===== src/include/lic_pkg.sv =====
package lic_pkg;

  // ----------------------------------------------------------------
  // Register offsets in the CPU register file
  // ----------------------------------------------------------------
  localparam logic [7:0] LIC_ADDR_REQUEST_STATUS = 8'hdc;
  localparam logic [7:0] LIC_ADDR_LEVEL_MASK = 8'hdd;
  localparam logic [7:0] LIC_ADDR_SYSTEM_MODE = 8'hde;
  localparam logic [7:0] LIC_ADDR_LEVEL_PRIORITY = 8'hff;

  // ----------------------------------------------------------------
  // Sizes
  // ----------------------------------------------------------------
  localparam int LIC_NUM_LEVELS = 8;
  localparam int LIC_NUM_SRC = 17;

  // ----------------------------------------------------------------
  // System mode fields
  // ----------------------------------------------------------------
  localparam int LIC_SYM_GLOBAL_EN_BIT = 0;
  localparam int LIC_SYM_FAST_EN_BIT = 1;
  localparam int LIC_SYM_FAST_SEL_LSB = 2;
  localparam int LIC_SYM_FAST_SEL_MSB = 4;

  // ----------------------------------------------------------------
  // Level priority fields
  // ----------------------------------------------------------------
  localparam int LIC_PRI_A_SWAP_BIT = 0;
  localparam int LIC_PRI_GRP_LO_BIT = 1;
  localparam int LIC_PRI_B_TOP_BIT = 2;
  localparam int LIC_PRI_B_SUB_BIT = 3;
  localparam int LIC_PRI_GRP_MID_BIT = 4;
  localparam int LIC_PRI_C_TOP_BIT = 5;
  localparam int LIC_PRI_C_SUB_BIT = 6;
  localparam int LIC_PRI_GRP_HI_BIT = 7;

  // Group ordering codes of bits {7,4,1}
  localparam logic [2:0] LIC_ORD_B_C_A = 3'h1;
  localparam logic [2:0] LIC_ORD_A_B_C = 3'h2;
  localparam logic [2:0] LIC_ORD_B_A_C = 3'h3;
  localparam logic [2:0] LIC_ORD_C_A_B = 3'h4;
  localparam logic [2:0] LIC_ORD_C_B_A = 3'h5;
  localparam logic [2:0] LIC_ORD_A_C_B = 3'h6;

  typedef enum logic [1:0] {
    LIC_GRP_A,
    LIC_GRP_B,
    LIC_GRP_C
  } lic_group_t;

  // ----------------------------------------------------------------
  // Reset values
  // ----------------------------------------------------------------
  localparam logic [7:0] LIC_RST_REQUEST_STATUS = 8'h00;
  localparam logic [7:0] LIC_RST_LEVEL_MASK = 8'h00;
  localparam logic [7:0] LIC_RST_SYSTEM_MODE = 8'h00;
  localparam logic [7:0] LIC_RST_LEVEL_PRIORITY = 8'h00;

  // ----------------------------------------------------------------
  // Source table, index order is vector order inside a level
  // 0 timer A capture, 1 timer A overflow, 2 timer B match,
  // 3 timer 0 match, 4 timer 0 overflow, 5 timer 1 capture,
  // 6 timer 1 overflow, 7 serial, 8 watch timer,
  // 9..12 port pins 0..3, 13..16 port pins 4..7
  // ----------------------------------------------------------------
  localparam logic [16:0][2:0] LIC_SRC_LEVEL = {
    3'h7, 3'h7, 3'h7, 3'h7, 3'h6, 3'h6, 3'h6, 3'h6, 3'h5,
    3'h4, 3'h3, 3'h3, 3'h2, 3'h2, 3'h1, 3'h0, 3'h0};
  // Sources whose pending flag hardware clears on acknowledge
  localparam logic [16:0] LIC_SRC_HW_CLEAR = 17'h00016;

endpackage


===== src/lic_src_pending.sv =====
`timescale 1ns/1ns
module lic_src_pending (
  input wire logic i_mclk,
  input wire logic i_reset,
  input wire logic [16:0] i_src_req,
  input wire logic [16:0] i_src_pend_clr,
  input wire logic [16:0] i_ack_onehot,
  output logic [16:0] o_pend
);

  logic [16:0] pend_q;
  logic [16:0] pend_d;

  // ----------------------------------------------------------------
  // Per-source pending flags, set wins over clear
  // ----------------------------------------------------------------
  for (genvar s = 0; s < lic_pkg::LIC_NUM_SRC; s++) begin : g_src
    always_comb begin
      if (lic_pkg::LIC_SRC_HW_CLEAR[s]) begin
        pend_d[s] = i_src_req[s] | (pend_q[s] & ~i_ack_onehot[s]);
      end else begin
        pend_d[s] = i_src_req[s] | (pend_q[s] & ~i_src_pend_clr[s]);
      end
    end
  end

  always_ff @(posedge i_mclk) begin
    if (i_reset) begin
      pend_q <= '0;
    end else begin
      pend_q <= pend_d;
    end
  end

  assign o_pend = pend_q;

endmodule // lic_src_pending


===== src/lic_prio_resolve.sv =====
`timescale 1ns/1ns
module lic_prio_resolve (
  input wire logic [7:0] i_level_req,
  input wire logic [7:0] i_level_mask,
  input wire logic [7:0] i_prio,
  output logic o_valid,
  output logic [2:0] o_level
);

  lic_pkg::lic_group_t grp_seq [3];
  logic [2:0] grp_a [2];
  logic [2:0] grp_b [3];
  logic [2:0] grp_c [3];
  logic [2:0] order [8];
  logic [7:0] live;

  // ----------------------------------------------------------------
  // Group and member ordering
  // ----------------------------------------------------------------
  always_comb begin
    int k;
    k = 0;
    grp_a[0] = i_prio[lic_pkg::LIC_PRI_A_SWAP_BIT] ? 3'h1 : 3'h0;
    grp_a[1] = i_prio[lic_pkg::LIC_PRI_A_SWAP_BIT] ? 3'h0 : 3'h1;
    if (i_prio[lic_pkg::LIC_PRI_B_TOP_BIT]) begin
      grp_b[0] = i_prio[lic_pkg::LIC_PRI_B_SUB_BIT] ? 3'h4 : 3'h3;
      grp_b[1] = i_prio[lic_pkg::LIC_PRI_B_SUB_BIT] ? 3'h3 : 3'h4;
      grp_b[2] = 3'h2;
    end else begin
      grp_b[0] = 3'h2;
      grp_b[1] = i_prio[lic_pkg::LIC_PRI_B_SUB_BIT] ? 3'h4 : 3'h3;
      grp_b[2] = i_prio[lic_pkg::LIC_PRI_B_SUB_BIT] ? 3'h3 : 3'h4;
    end
    if (i_prio[lic_pkg::LIC_PRI_C_TOP_BIT]) begin
      grp_c[0] = i_prio[lic_pkg::LIC_PRI_C_SUB_BIT] ? 3'h7 : 3'h6;
      grp_c[1] = i_prio[lic_pkg::LIC_PRI_C_SUB_BIT] ? 3'h6 : 3'h7;
      grp_c[2] = 3'h5;
    end else begin
      grp_c[0] = 3'h5;
      grp_c[1] = i_prio[lic_pkg::LIC_PRI_C_SUB_BIT] ? 3'h7 : 3'h6;
      grp_c[2] = i_prio[lic_pkg::LIC_PRI_C_SUB_BIT] ? 3'h6 : 3'h7;
    end
    case ({i_prio[lic_pkg::LIC_PRI_GRP_HI_BIT], i_prio[lic_pkg::LIC_PRI_GRP_MID_BIT],
           i_prio[lic_pkg::LIC_PRI_GRP_LO_BIT]})
      lic_pkg::LIC_ORD_B_C_A: grp_seq = '{lic_pkg::LIC_GRP_B, lic_pkg::LIC_GRP_C, lic_pkg::LIC_GRP_A};
      lic_pkg::LIC_ORD_B_A_C: grp_seq = '{lic_pkg::LIC_GRP_B, lic_pkg::LIC_GRP_A, lic_pkg::LIC_GRP_C};
      lic_pkg::LIC_ORD_C_A_B: grp_seq = '{lic_pkg::LIC_GRP_C, lic_pkg::LIC_GRP_A, lic_pkg::LIC_GRP_B};
      lic_pkg::LIC_ORD_C_B_A: grp_seq = '{lic_pkg::LIC_GRP_C, lic_pkg::LIC_GRP_B, lic_pkg::LIC_GRP_A};
      lic_pkg::LIC_ORD_A_C_B: grp_seq = '{lic_pkg::LIC_GRP_A, lic_pkg::LIC_GRP_C, lic_pkg::LIC_GRP_B};
      default: grp_seq = '{lic_pkg::LIC_GRP_A, lic_pkg::LIC_GRP_B, lic_pkg::LIC_GRP_C};
    endcase
    for (int i = 0; i < 8; i++) begin
      order[i] = 3'h0;
    end
    for (int g = 0; g < 3; g++) begin
      case (grp_seq[g])
        lic_pkg::LIC_GRP_A: begin
          for (int j = 0; j < 2; j++) begin
            order[k] = grp_a[j];
            k = k + 1;
          end
        end
        lic_pkg::LIC_GRP_B: begin
          for (int j = 0; j < 3; j++) begin
            order[k] = grp_b[j];
            k = k + 1;
          end
        end
        default: begin
          for (int j = 0; j < 3; j++) begin
            order[k] = grp_c[j];
            k = k + 1;
          end
        end
      endcase
    end
  end

  // ----------------------------------------------------------------
  // First live level in order wins
  // ----------------------------------------------------------------
  always_comb begin
    live = i_level_req & i_level_mask;
    o_valid = 1'b0;
    o_level = 3'h0;
    for (int i = 7; i >= 0; i--) begin
      if (live[order[i]]) begin
        o_valid = 1'b1;
        o_level = order[i];
      end
    end
  end

endmodule // lic_prio_resolve


===== src/lic_level_ctrl.sv =====
`timescale 1ns/1ns

// Overview of operation
// - Reset clears global and fast enable; fast level field value is don't care.
// - Enable and disable instructions set and clear global enable bit 0.
// - Mask bit n gates level n: 0 masks, 1 lets it through.
// - Highest priority level wins; inside a level lowest vector wins.
// - Levels grouped A=0..1, B=2..4, C=5..7 for priority setup.
// - Priority bits 7,4,1 order groups; 001 is B>C>A, 101 C>B>A.
// - Priority bit 5 orders group C; bit 6 orders its subgroup.
// - Priority bit 0 chooses between level 0 and level 1.
// - Status bit n reads 1 while level n has a request.
// - Status register is read-only, readable any time, zero after reset.
// - With global enable off, requests are recorded but not serviced.
// - Hardware-cleared flag sets on request and clears when acknowledged.
// - Hardware-cleared flags have no register bit of their own; they show only through their level's request status bit.
// - Software-cleared flags clear when their peripheral bit is written 0.
// - Timer 0 overflow is hardware-cleared; its register has enable only.
// - Each source has its own enable and maps to its fixed level.
// - System mode bits 4..2 pick the fast level; bit 1 enables it.
// - Qualified winner is acknowledged at instruction end, clearing global enable.
// - Interrupt return sets the global enable bit back to 1.
module lic_level_ctrl (
  input wire logic i_mclk,
  input wire logic i_reset,
  input wire logic [7:0] i_reg_addr,
  input wire logic i_reg_wr,
  input wire logic i_reg_rd,
  input wire logic [7:0] i_reg_wdata,
  output logic [7:0] o_reg_rdata,
  input wire logic i_global_enable_instr,
  input wire logic i_global_disable_instr,
  input wire logic i_interrupt_return_instr,
  input wire logic i_instr_end,
  input wire logic [16:0] i_src_req,
  input wire logic [16:0] i_src_en,
  input wire logic [16:0] i_src_pend_clr,
  output logic o_irq,
  output logic o_acknowledge_strobe,
  output logic [2:0] o_ack_level,
  output logic [4:0] o_ack_source,
  output logic o_ack_fast,
  output logic o_global_enable,
  output logic o_fast_enable
);

  // ----------------------------------------------------------------
  // Declarations
  // ----------------------------------------------------------------
  logic [7:0] level_mask_reg_q;
  logic [7:0] level_mask_reg_d;
  logic [7:0] level_priority_reg_q;
  logic [7:0] level_priority_reg_d;
  logic [7:0] system_mode_reg_q;
  logic [7:0] system_mode_reg_d;
  logic [7:0] rdata_q;
  logic [7:0] rdata_d;
  logic irq_q;
  logic irq_d;
  logic ack_q;
  logic ack_d;
  logic [2:0] ack_level_q;
  logic [2:0] ack_level_d;
  logic [4:0] ack_source_q;
  logic [4:0] ack_source_d;
  logic ack_fast_q;
  logic ack_fast_d;

  logic [16:0] src_pend;
  logic [16:0] src_live;
  logic [7:0] level_req;
  logic win_valid;
  logic [2:0] win_level;
  logic [4:0] win_source;
  logic ack_take;
  logic [16:0] ack_onehot;
  logic global_enable_bit;
  logic fast_enable_bit;
  logic [2:0] fast_sel;
  logic [7:0] fast_hit;

  assign global_enable_bit = system_mode_reg_q[lic_pkg::LIC_SYM_GLOBAL_EN_BIT];
  assign fast_enable_bit = system_mode_reg_q[lic_pkg::LIC_SYM_FAST_EN_BIT];
  assign fast_sel = system_mode_reg_q[lic_pkg::LIC_SYM_FAST_SEL_MSB:lic_pkg::LIC_SYM_FAST_SEL_LSB];

  // ----------------------------------------------------------------
  // Source pending flags
  // ----------------------------------------------------------------
  lic_src_pending u_pending (
    .i_mclk(i_mclk),
    .i_reset(i_reset),
    .i_src_req(i_src_req),
    .i_src_pend_clr(i_src_pend_clr),
    .i_ack_onehot(ack_onehot),
    .o_pend(src_pend)
  );

  // ----------------------------------------------------------------
  // Level requests from enabled pending sources
  // ----------------------------------------------------------------
  assign src_live = src_pend & i_src_en;

  for (genvar l = 0; l < lic_pkg::LIC_NUM_LEVELS; l++) begin : g_level
    logic [16:0] member;
    for (genvar s = 0; s < lic_pkg::LIC_NUM_SRC; s++) begin : g_member
      assign member[s] = (lic_pkg::LIC_SRC_LEVEL[s] == 3'(l));
    end
    // Mask is not applied, so masked events stay visible to polling
    assign level_req[l] = |(src_live & member);
  end

  // ----------------------------------------------------------------
  // Level arbitration
  // ----------------------------------------------------------------
  lic_prio_resolve u_resolve (
    .i_level_req(level_req),
    .i_level_mask(level_mask_reg_q),
    .i_prio(level_priority_reg_q),
    .o_valid(win_valid),
    .o_level(win_level)
  );

  // Lowest index, which is lowest vector, inside the winning level
  always_comb begin
    win_source = 5'h00;
    for (int s = lic_pkg::LIC_NUM_SRC - 1; s >= 0; s--) begin
      if (src_live[s] && (lic_pkg::LIC_SRC_LEVEL[s] == win_level)) begin
        win_source = 5'(s);
      end
    end
  end

  // ----------------------------------------------------------------
  // Acknowledge at the instruction boundary
  // ----------------------------------------------------------------
  // One fast-select match flag per level
  for (genvar l = 0; l < lic_pkg::LIC_NUM_LEVELS; l++) begin : g_fast
    assign fast_hit[l] = fast_enable_bit && (fast_sel == 3'(l));
  end

  always_comb begin
    ack_take = i_instr_end && global_enable_bit && win_valid;
    ack_onehot = '0;
    ack_level_d = ack_level_q;
    ack_source_d = ack_source_q;
    ack_fast_d = ack_fast_q;
    if (ack_take) begin
      ack_onehot[win_source] = 1'b1;
      ack_level_d = win_level;
      ack_source_d = win_source;
      ack_fast_d = fast_hit[win_level];
    end
  end

  always_ff @(posedge i_mclk) begin
    if (i_reset) begin
      ack_level_q <= 3'h0;
      ack_source_q <= 5'h00;
      ack_fast_q <= 1'b0;
    end else begin
      ack_level_q <= ack_level_d;
      ack_source_q <= ack_source_d;
      ack_fast_q <= ack_fast_d;
    end
  end

  // ----------------------------------------------------------------
  // Acknowledge strobe, high for one cycle per acknowledge
  // ----------------------------------------------------------------
  always_comb begin
    ack_d = ack_take;
  end

  always_ff @(posedge i_mclk) begin
    if (i_reset) begin
      ack_q <= 1'b0;
    end else begin
      ack_q <= ack_d;
    end
  end

  // ----------------------------------------------------------------
  // Request line to the core, dropped while globally disabled
  // ----------------------------------------------------------------
  always_comb begin
    irq_d = global_enable_bit && win_valid;
  end

  always_ff @(posedge i_mclk) begin
    if (i_reset) begin
      irq_q <= 1'b0;
    end else begin
      irq_q <= irq_d;
    end
  end

  // ----------------------------------------------------------------
  // Level mask register
  // ----------------------------------------------------------------
  always_comb begin
    level_mask_reg_d = level_mask_reg_q;
    if (i_reg_wr && (i_reg_addr == lic_pkg::LIC_ADDR_LEVEL_MASK)) begin
      level_mask_reg_d = i_reg_wdata;
    end
  end

  always_ff @(posedge i_mclk) begin
    if (i_reset) begin
      level_mask_reg_q <= lic_pkg::LIC_RST_LEVEL_MASK;
    end else begin
      level_mask_reg_q <= level_mask_reg_d;
    end
  end

  // ----------------------------------------------------------------
  // Level priority register
  // ----------------------------------------------------------------
  always_comb begin
    level_priority_reg_d = level_priority_reg_q;
    if (i_reg_wr && (i_reg_addr == lic_pkg::LIC_ADDR_LEVEL_PRIORITY)) begin
      level_priority_reg_d = i_reg_wdata;
    end
  end

  always_ff @(posedge i_mclk) begin
    if (i_reset) begin
      level_priority_reg_q <= lic_pkg::LIC_RST_LEVEL_PRIORITY;
    end else begin
      level_priority_reg_q <= level_priority_reg_d;
    end
  end

  // ----------------------------------------------------------------
  // System mode register and global enable control
  // ----------------------------------------------------------------
  always_comb begin
    system_mode_reg_d = system_mode_reg_q;
    if (i_reg_wr && (i_reg_addr == lic_pkg::LIC_ADDR_SYSTEM_MODE)) begin
      system_mode_reg_d = i_reg_wdata;
    end
    // Later lines win: write, enable or return, disable, acknowledge
    if (i_global_enable_instr || i_interrupt_return_instr) begin
      system_mode_reg_d[lic_pkg::LIC_SYM_GLOBAL_EN_BIT] = 1'b1;
    end
    if (i_global_disable_instr) begin
      system_mode_reg_d[lic_pkg::LIC_SYM_GLOBAL_EN_BIT] = 1'b0;
    end
    if (ack_take) begin
      system_mode_reg_d[lic_pkg::LIC_SYM_GLOBAL_EN_BIT] = 1'b0;
    end
  end

  always_ff @(posedge i_mclk) begin
    if (i_reset) begin
      system_mode_reg_q <= lic_pkg::LIC_RST_SYSTEM_MODE;
    end else begin
      system_mode_reg_q <= system_mode_reg_d;
    end
  end

  // ----------------------------------------------------------------
  // Register reads
  // ----------------------------------------------------------------
  always_comb begin
    rdata_d = rdata_q;
    if (i_reg_rd) begin
      case (i_reg_addr)
        lic_pkg::LIC_ADDR_REQUEST_STATUS: rdata_d = level_req;
        lic_pkg::LIC_ADDR_LEVEL_MASK: rdata_d = level_mask_reg_q;
        lic_pkg::LIC_ADDR_SYSTEM_MODE: rdata_d = system_mode_reg_q;
        lic_pkg::LIC_ADDR_LEVEL_PRIORITY: rdata_d = level_priority_reg_q;
        default: rdata_d = 8'h00;
      endcase
    end
  end

  always_ff @(posedge i_mclk) begin
    if (i_reset) begin
      rdata_q <= lic_pkg::LIC_RST_REQUEST_STATUS;
    end else begin
      rdata_q <= rdata_d;
    end
  end

  // ----------------------------------------------------------------
  // Outputs
  // ----------------------------------------------------------------
  assign o_reg_rdata = rdata_q;
  assign o_irq = irq_q;
  assign o_acknowledge_strobe = ack_q;
  assign o_ack_level = ack_level_q;
  assign o_ack_source = ack_source_q;
  assign o_ack_fast = ack_fast_q;
  assign o_global_enable = system_mode_reg_q[lic_pkg::LIC_SYM_GLOBAL_EN_BIT];
  assign o_fast_enable = system_mode_reg_q[lic_pkg::LIC_SYM_FAST_EN_BIT];

endmodule // lic_level_ctrl


===== config.mk =====
export PLATFORM = sky130hd
export DESIGN_NAME = lic_level_ctrl
export DESIGN_NICKNAME = d
export VERILOG_FILES = /design/src/include/lic_pkg.sv /design/src/lic_src_pending.sv /design/src/lic_prio_resolve.sv /design/src/lic_level_ctrl.sv
export SDC_FILE = /design/constraint.sdc
export NUM_CORES = 1
export LEC_CHECK = 0
export BUFFER_PORTS_ARGS = -buffer_cell sky130_fd_sc_hd__buf_2
export CORE_MARGIN = 5
export CORE_UTILIZATION = 63
export CTS_CLUSTER_SIZE = 24
export DETAILED_ROUTE_END_ITERATION = 12
export GPL_ROUTABILITY_DRIVEN = 0
export GPL_TIMING_DRIVEN = 0
export PLACE_DENSITY = 0.9
export SYNTH_ARGS = -nofsm -noshare
export SYNTH_HDL_FRONTEND = slang
export SYNTH_SLANG_ARGS = --single-unit

===== constraint.sdc =====
create_clock -name i_mclk -period 8.35 [get_ports i_mclk]
set_input_delay 0.835 -clock i_mclk [delete_from_list [all_inputs] [get_ports i_mclk]]
set_output_delay 0.835 -clock i_mclk [all_outputs]
set_load 0.1 [all_outputs]

==> impl_metrics.toml <==
[power_and_ir_drop]
p_switching_uw = 184
comb_power_share_pct = 11.1
cellInternalPower_uw = 462
pwr-share-clk_pct = 42.8
power_density_mw_per_mm2 = 96.7
pwr-share-seq_pct = 46.1
vdd_drop_max_mv = 0.127
leakage_nw = 2.71
swShare_pct = 28.5

[grt]
antenna_found_initial = 0
grt_overflow = 0
grt_max_degree = 14
grt_pass1_wl_um = 33500
grt_pass1_vias = 6934
grt.total_usage_pct = 36.2

[critical_path]
criticalPathCategory = "reg2reg"
path_cells = "buf_4 -> buf_4 -> buf_4 -> buf_2 -> a21oi_1 -> inv_1 -> ha_1 -> buf_2 -> clkinv_1 -> nand2_1 -> or4_4 -> a21o_1 -> a2111oi_0 -> nor3_1 -> or2_2 -> o41ai_1 -> or2_2 -> buf_2 -> buf_4 -> mux2i_1 -> nor2_1"
worst_ep_arrival_time_ns = 6.30
slowest_delay_ns = 0.86
worstPathRequired_ns = 8.58
crit_slowest_cell = "o41ai_1"
start_kind = "register"
rrSetupSlack_ns = 2.28
path_common_cell = "buf_4"
end_kind = "register"
crit_path_max_fanout = 10

[floorplan]
io_pins = 96
rows = 35
start_util_pct = 64.1
core_mm2 = 0.00920
die-width_um = 107
die_y_um = 107
die_area_mm2 = 0.0114

[timing]
skew_ns = 0.0139
max_freq_mhz = 165
fin_crit_ns = 6.07
finalHoldViolations = 0
final.setup.tns_ns = 0
tightest_slew_ns = 1.12
rsz0062_at_grt = "false"
whs_ns = 0.473
setup_viol = 0
maxSlewViolCount = 0
min_period_over_period_pct = 72.7
slew_headroom_pct = 24.6

[yosys]
avgSynthCellArea_um2 = 7.73
synth.most_common_cell = "nor2_1"
synthDominantCellAreaShare_pct = 20.4
synth_edf_count = 0
synth_commonest_cells = "84 x nor2_1, 71 x nand2_1, 68 x a21oi_1, 60 x dfxtp_1, 36 x nand3_1"
yosysUniqueCellTypes = 103
synth.net_count = 852
syn_area_mm2 = 0.00589
ys_seq_elements = 60
ys_async_sr_fraction_pct = 0
synthCells = 762
ys_warn_count = 0
yosysSeqAreaShare_pct = 20.4
ys.flop_type = "dfxtp_1"
synth_top_area_cell = "dfxtp_1"
synth.area.top_cells = "dfxtp_1 20%, a21oi_1 5.8%, nor2_1 5.4%"

[cts]
cts-hold-fix-buffers = 0
cts_setup_buffers = 0
h-tree-depth = 3
cts-root-buf = "clkbuf_8"
cts_tree = "done"
cts_buffers = 9
ctsLongestPathBuffers = 2
insertion_delay_ns = 0.35
path_clk_slew_ns = 0.08
post_cts_resize_count = 0
numClockSinks = 60

[finish]
final_layout_size_suffix_gt1_share_pct = 22.6
nNetsFinal = 952
antennaDiodeCount = 0
fin_area_mm2 = 0.00668
area_growth_syn_to_layout_pct = 13.4
nFillCells = 698

[route]
wl_per_cell_um = 21.7
first_iter_violations = 1057
via_per_inst = 7.36
drtPass1Iterations = 12
drc = 0
ant_nets = 0
vias = 7198
wl_um = 21200

[min_path]
min_path_type = "reg2reg"

[place]
post-dp-hpwl_um = 15800
dpl_cell_area_mm2 = 0.00648
port_buffers = 89

[flow_run]
drv_cap = 0

[outcome]
outcome = "complete, no violations"
[path summary, 6_finish.rpt]
path                           startpoint              end  depth (start not counted)
setup / recovery  level_priority_reg_q[7]  o_ack_source[1]                         21
hold / removal            o_ack_source[0]  o_ack_source[0]                          2
setup reg to reg  level_priority_reg_q[7]  o_ack_source[1]                         21
hold reg to reg           o_ack_source[0]  o_ack_source[0]                          2
[through the flow]
| step | std cells | power, mW | utilization (%) | setup slack (ns) |
|---|---|---|---|---|
| floorplan | 762 | 0.339 | - | 3.59 |
| global placement | 962 | 0.369 | 70.4 | 2.67 |
| detailed placement | 962 | 0.372 | 70.4 | 2.50 |
| CTS | 978 | 0.640 | 72.6 | 2.49 |
| global route | 978 | 0.661 | 72.6 | 1.86 |
| finish | 978 | 0.646 | 72.6 | 2.28 |
[sequential cells by signal, indices dropped and copies added (netlist names)]
register	flops
o_ack_fast	1
o_reg_rdata	8
u_pending.o_pend	17
o_irq	1
o_acknowledge_strobe	1
o_ack_level	3
o_ack_source	5
level_mask_reg_q	8
system_mode_reg_q	8
level_priority_reg_q	8
[power by group through the flow]
stage	combinational (mW)	sequential, mW	clock, mW
after detailed placement	0.0682	0.304	0
after global placement	0.0656	0.304	0
after global routing	0.0765	0.298	0.286
after floorplan	0.0349	0.305	0
final	0.0715	0.298	0.276
after CTS	0.0693	0.297	0.274
[layer usage]
metal / up-vias / track usage (%) / wire, um / share of wire, %
li1: 3104 / - / - / -
met1: 3229 / 43.0 / 7300 / 34
met2: 672 / 58.5 / 9540 / 45
met3: 193 / 9.93 / 2890 / 14
met4: 0 / 21.6 / 1490 / 7.0
met5: - / 0 / 0 / 0
[kinds of logic (layout without fill, tap and decap cells)]
| group | Yosys count | count (layout) | share of synthesized area [%] |
|---|---|---|---|
| AND/OR/NAND/NOR | 304 | 304 | 26.5 |
| AO/OA/AOI/OAI | 256 | 256 | 32.8 |
| buffers and inverters | 77 | 182 | 6.65 |
| flip-flops | 60 | 60 | 20.4 |
| multiplexers | 47 | 47 | 10.0 |
| adder cells (fa/ha/maj) | 15 | 15 | 3.19 |
| XOR/XNOR | 3 | 3 | 0.446 |
[final cells by class]
| cell class | instances | area [um2] | share of cell area, % |
|---|---|---|---|
| Multi-Input combinational cell | 625 | 4300 | 64.4 |
| Sequential cell | 60 | 1200 | 18.0 |
| Timing Repair Buffer | 89 | 445 | 6.67 |
| Buffer | 43 | 264 | 3.95 |
| Tap cell | 111 | 139 | 2.08 |
| Inverter | 34 | 128 | 1.91 |
| Clock buffer | 9 | 124 | 1.85 |
| Clock inverter | 7 | 78.8 | 1.18 |
[worst max-delay path, delay by kind of cell, from the launching register on]
kind	cells	cell delay, ns
AOI/OAI and AO/OA	4	1.95
buffers and inverters	9	1.75
and+or+nand+nor	6	1.48
DFF	1	0.35
adders and majority gates	1	0.23
muxes	1	0.20
[cell usage in the layout, fill, tap and decap left out, types with 8 or more instances in the layout]
master / Yosys / final
o31ai_1: 8 / 8
nor3_1: 19 / 19
a222oi_1: 10 / 10
nand2_1: 71 / 71
nand3_1: 36 / 36
inv_1: 30 / 30
mux4_2: 8 / 8
and2_1: 9 / 9
ha_1: 15 / 15
dfxtp_1: 60 / 60
o21ai_0: 22 / 22
nor2_1: 84 / 84
clkbuf_1: 16 / 16
nand2b_1: 13 / 13
nor2b_1: 14 / 14
clkbuf_8: 0 / 9
o211ai_1: 12 / 12
buf_2: 13 / 102
mux2_2: 8 / 8
mux2i_1: 28 / 28
a211oi_1: 15 / 15
buf_6: 9 / 9
a21oi_1: 68 / 68
Power figures use the tool's default switching activity.
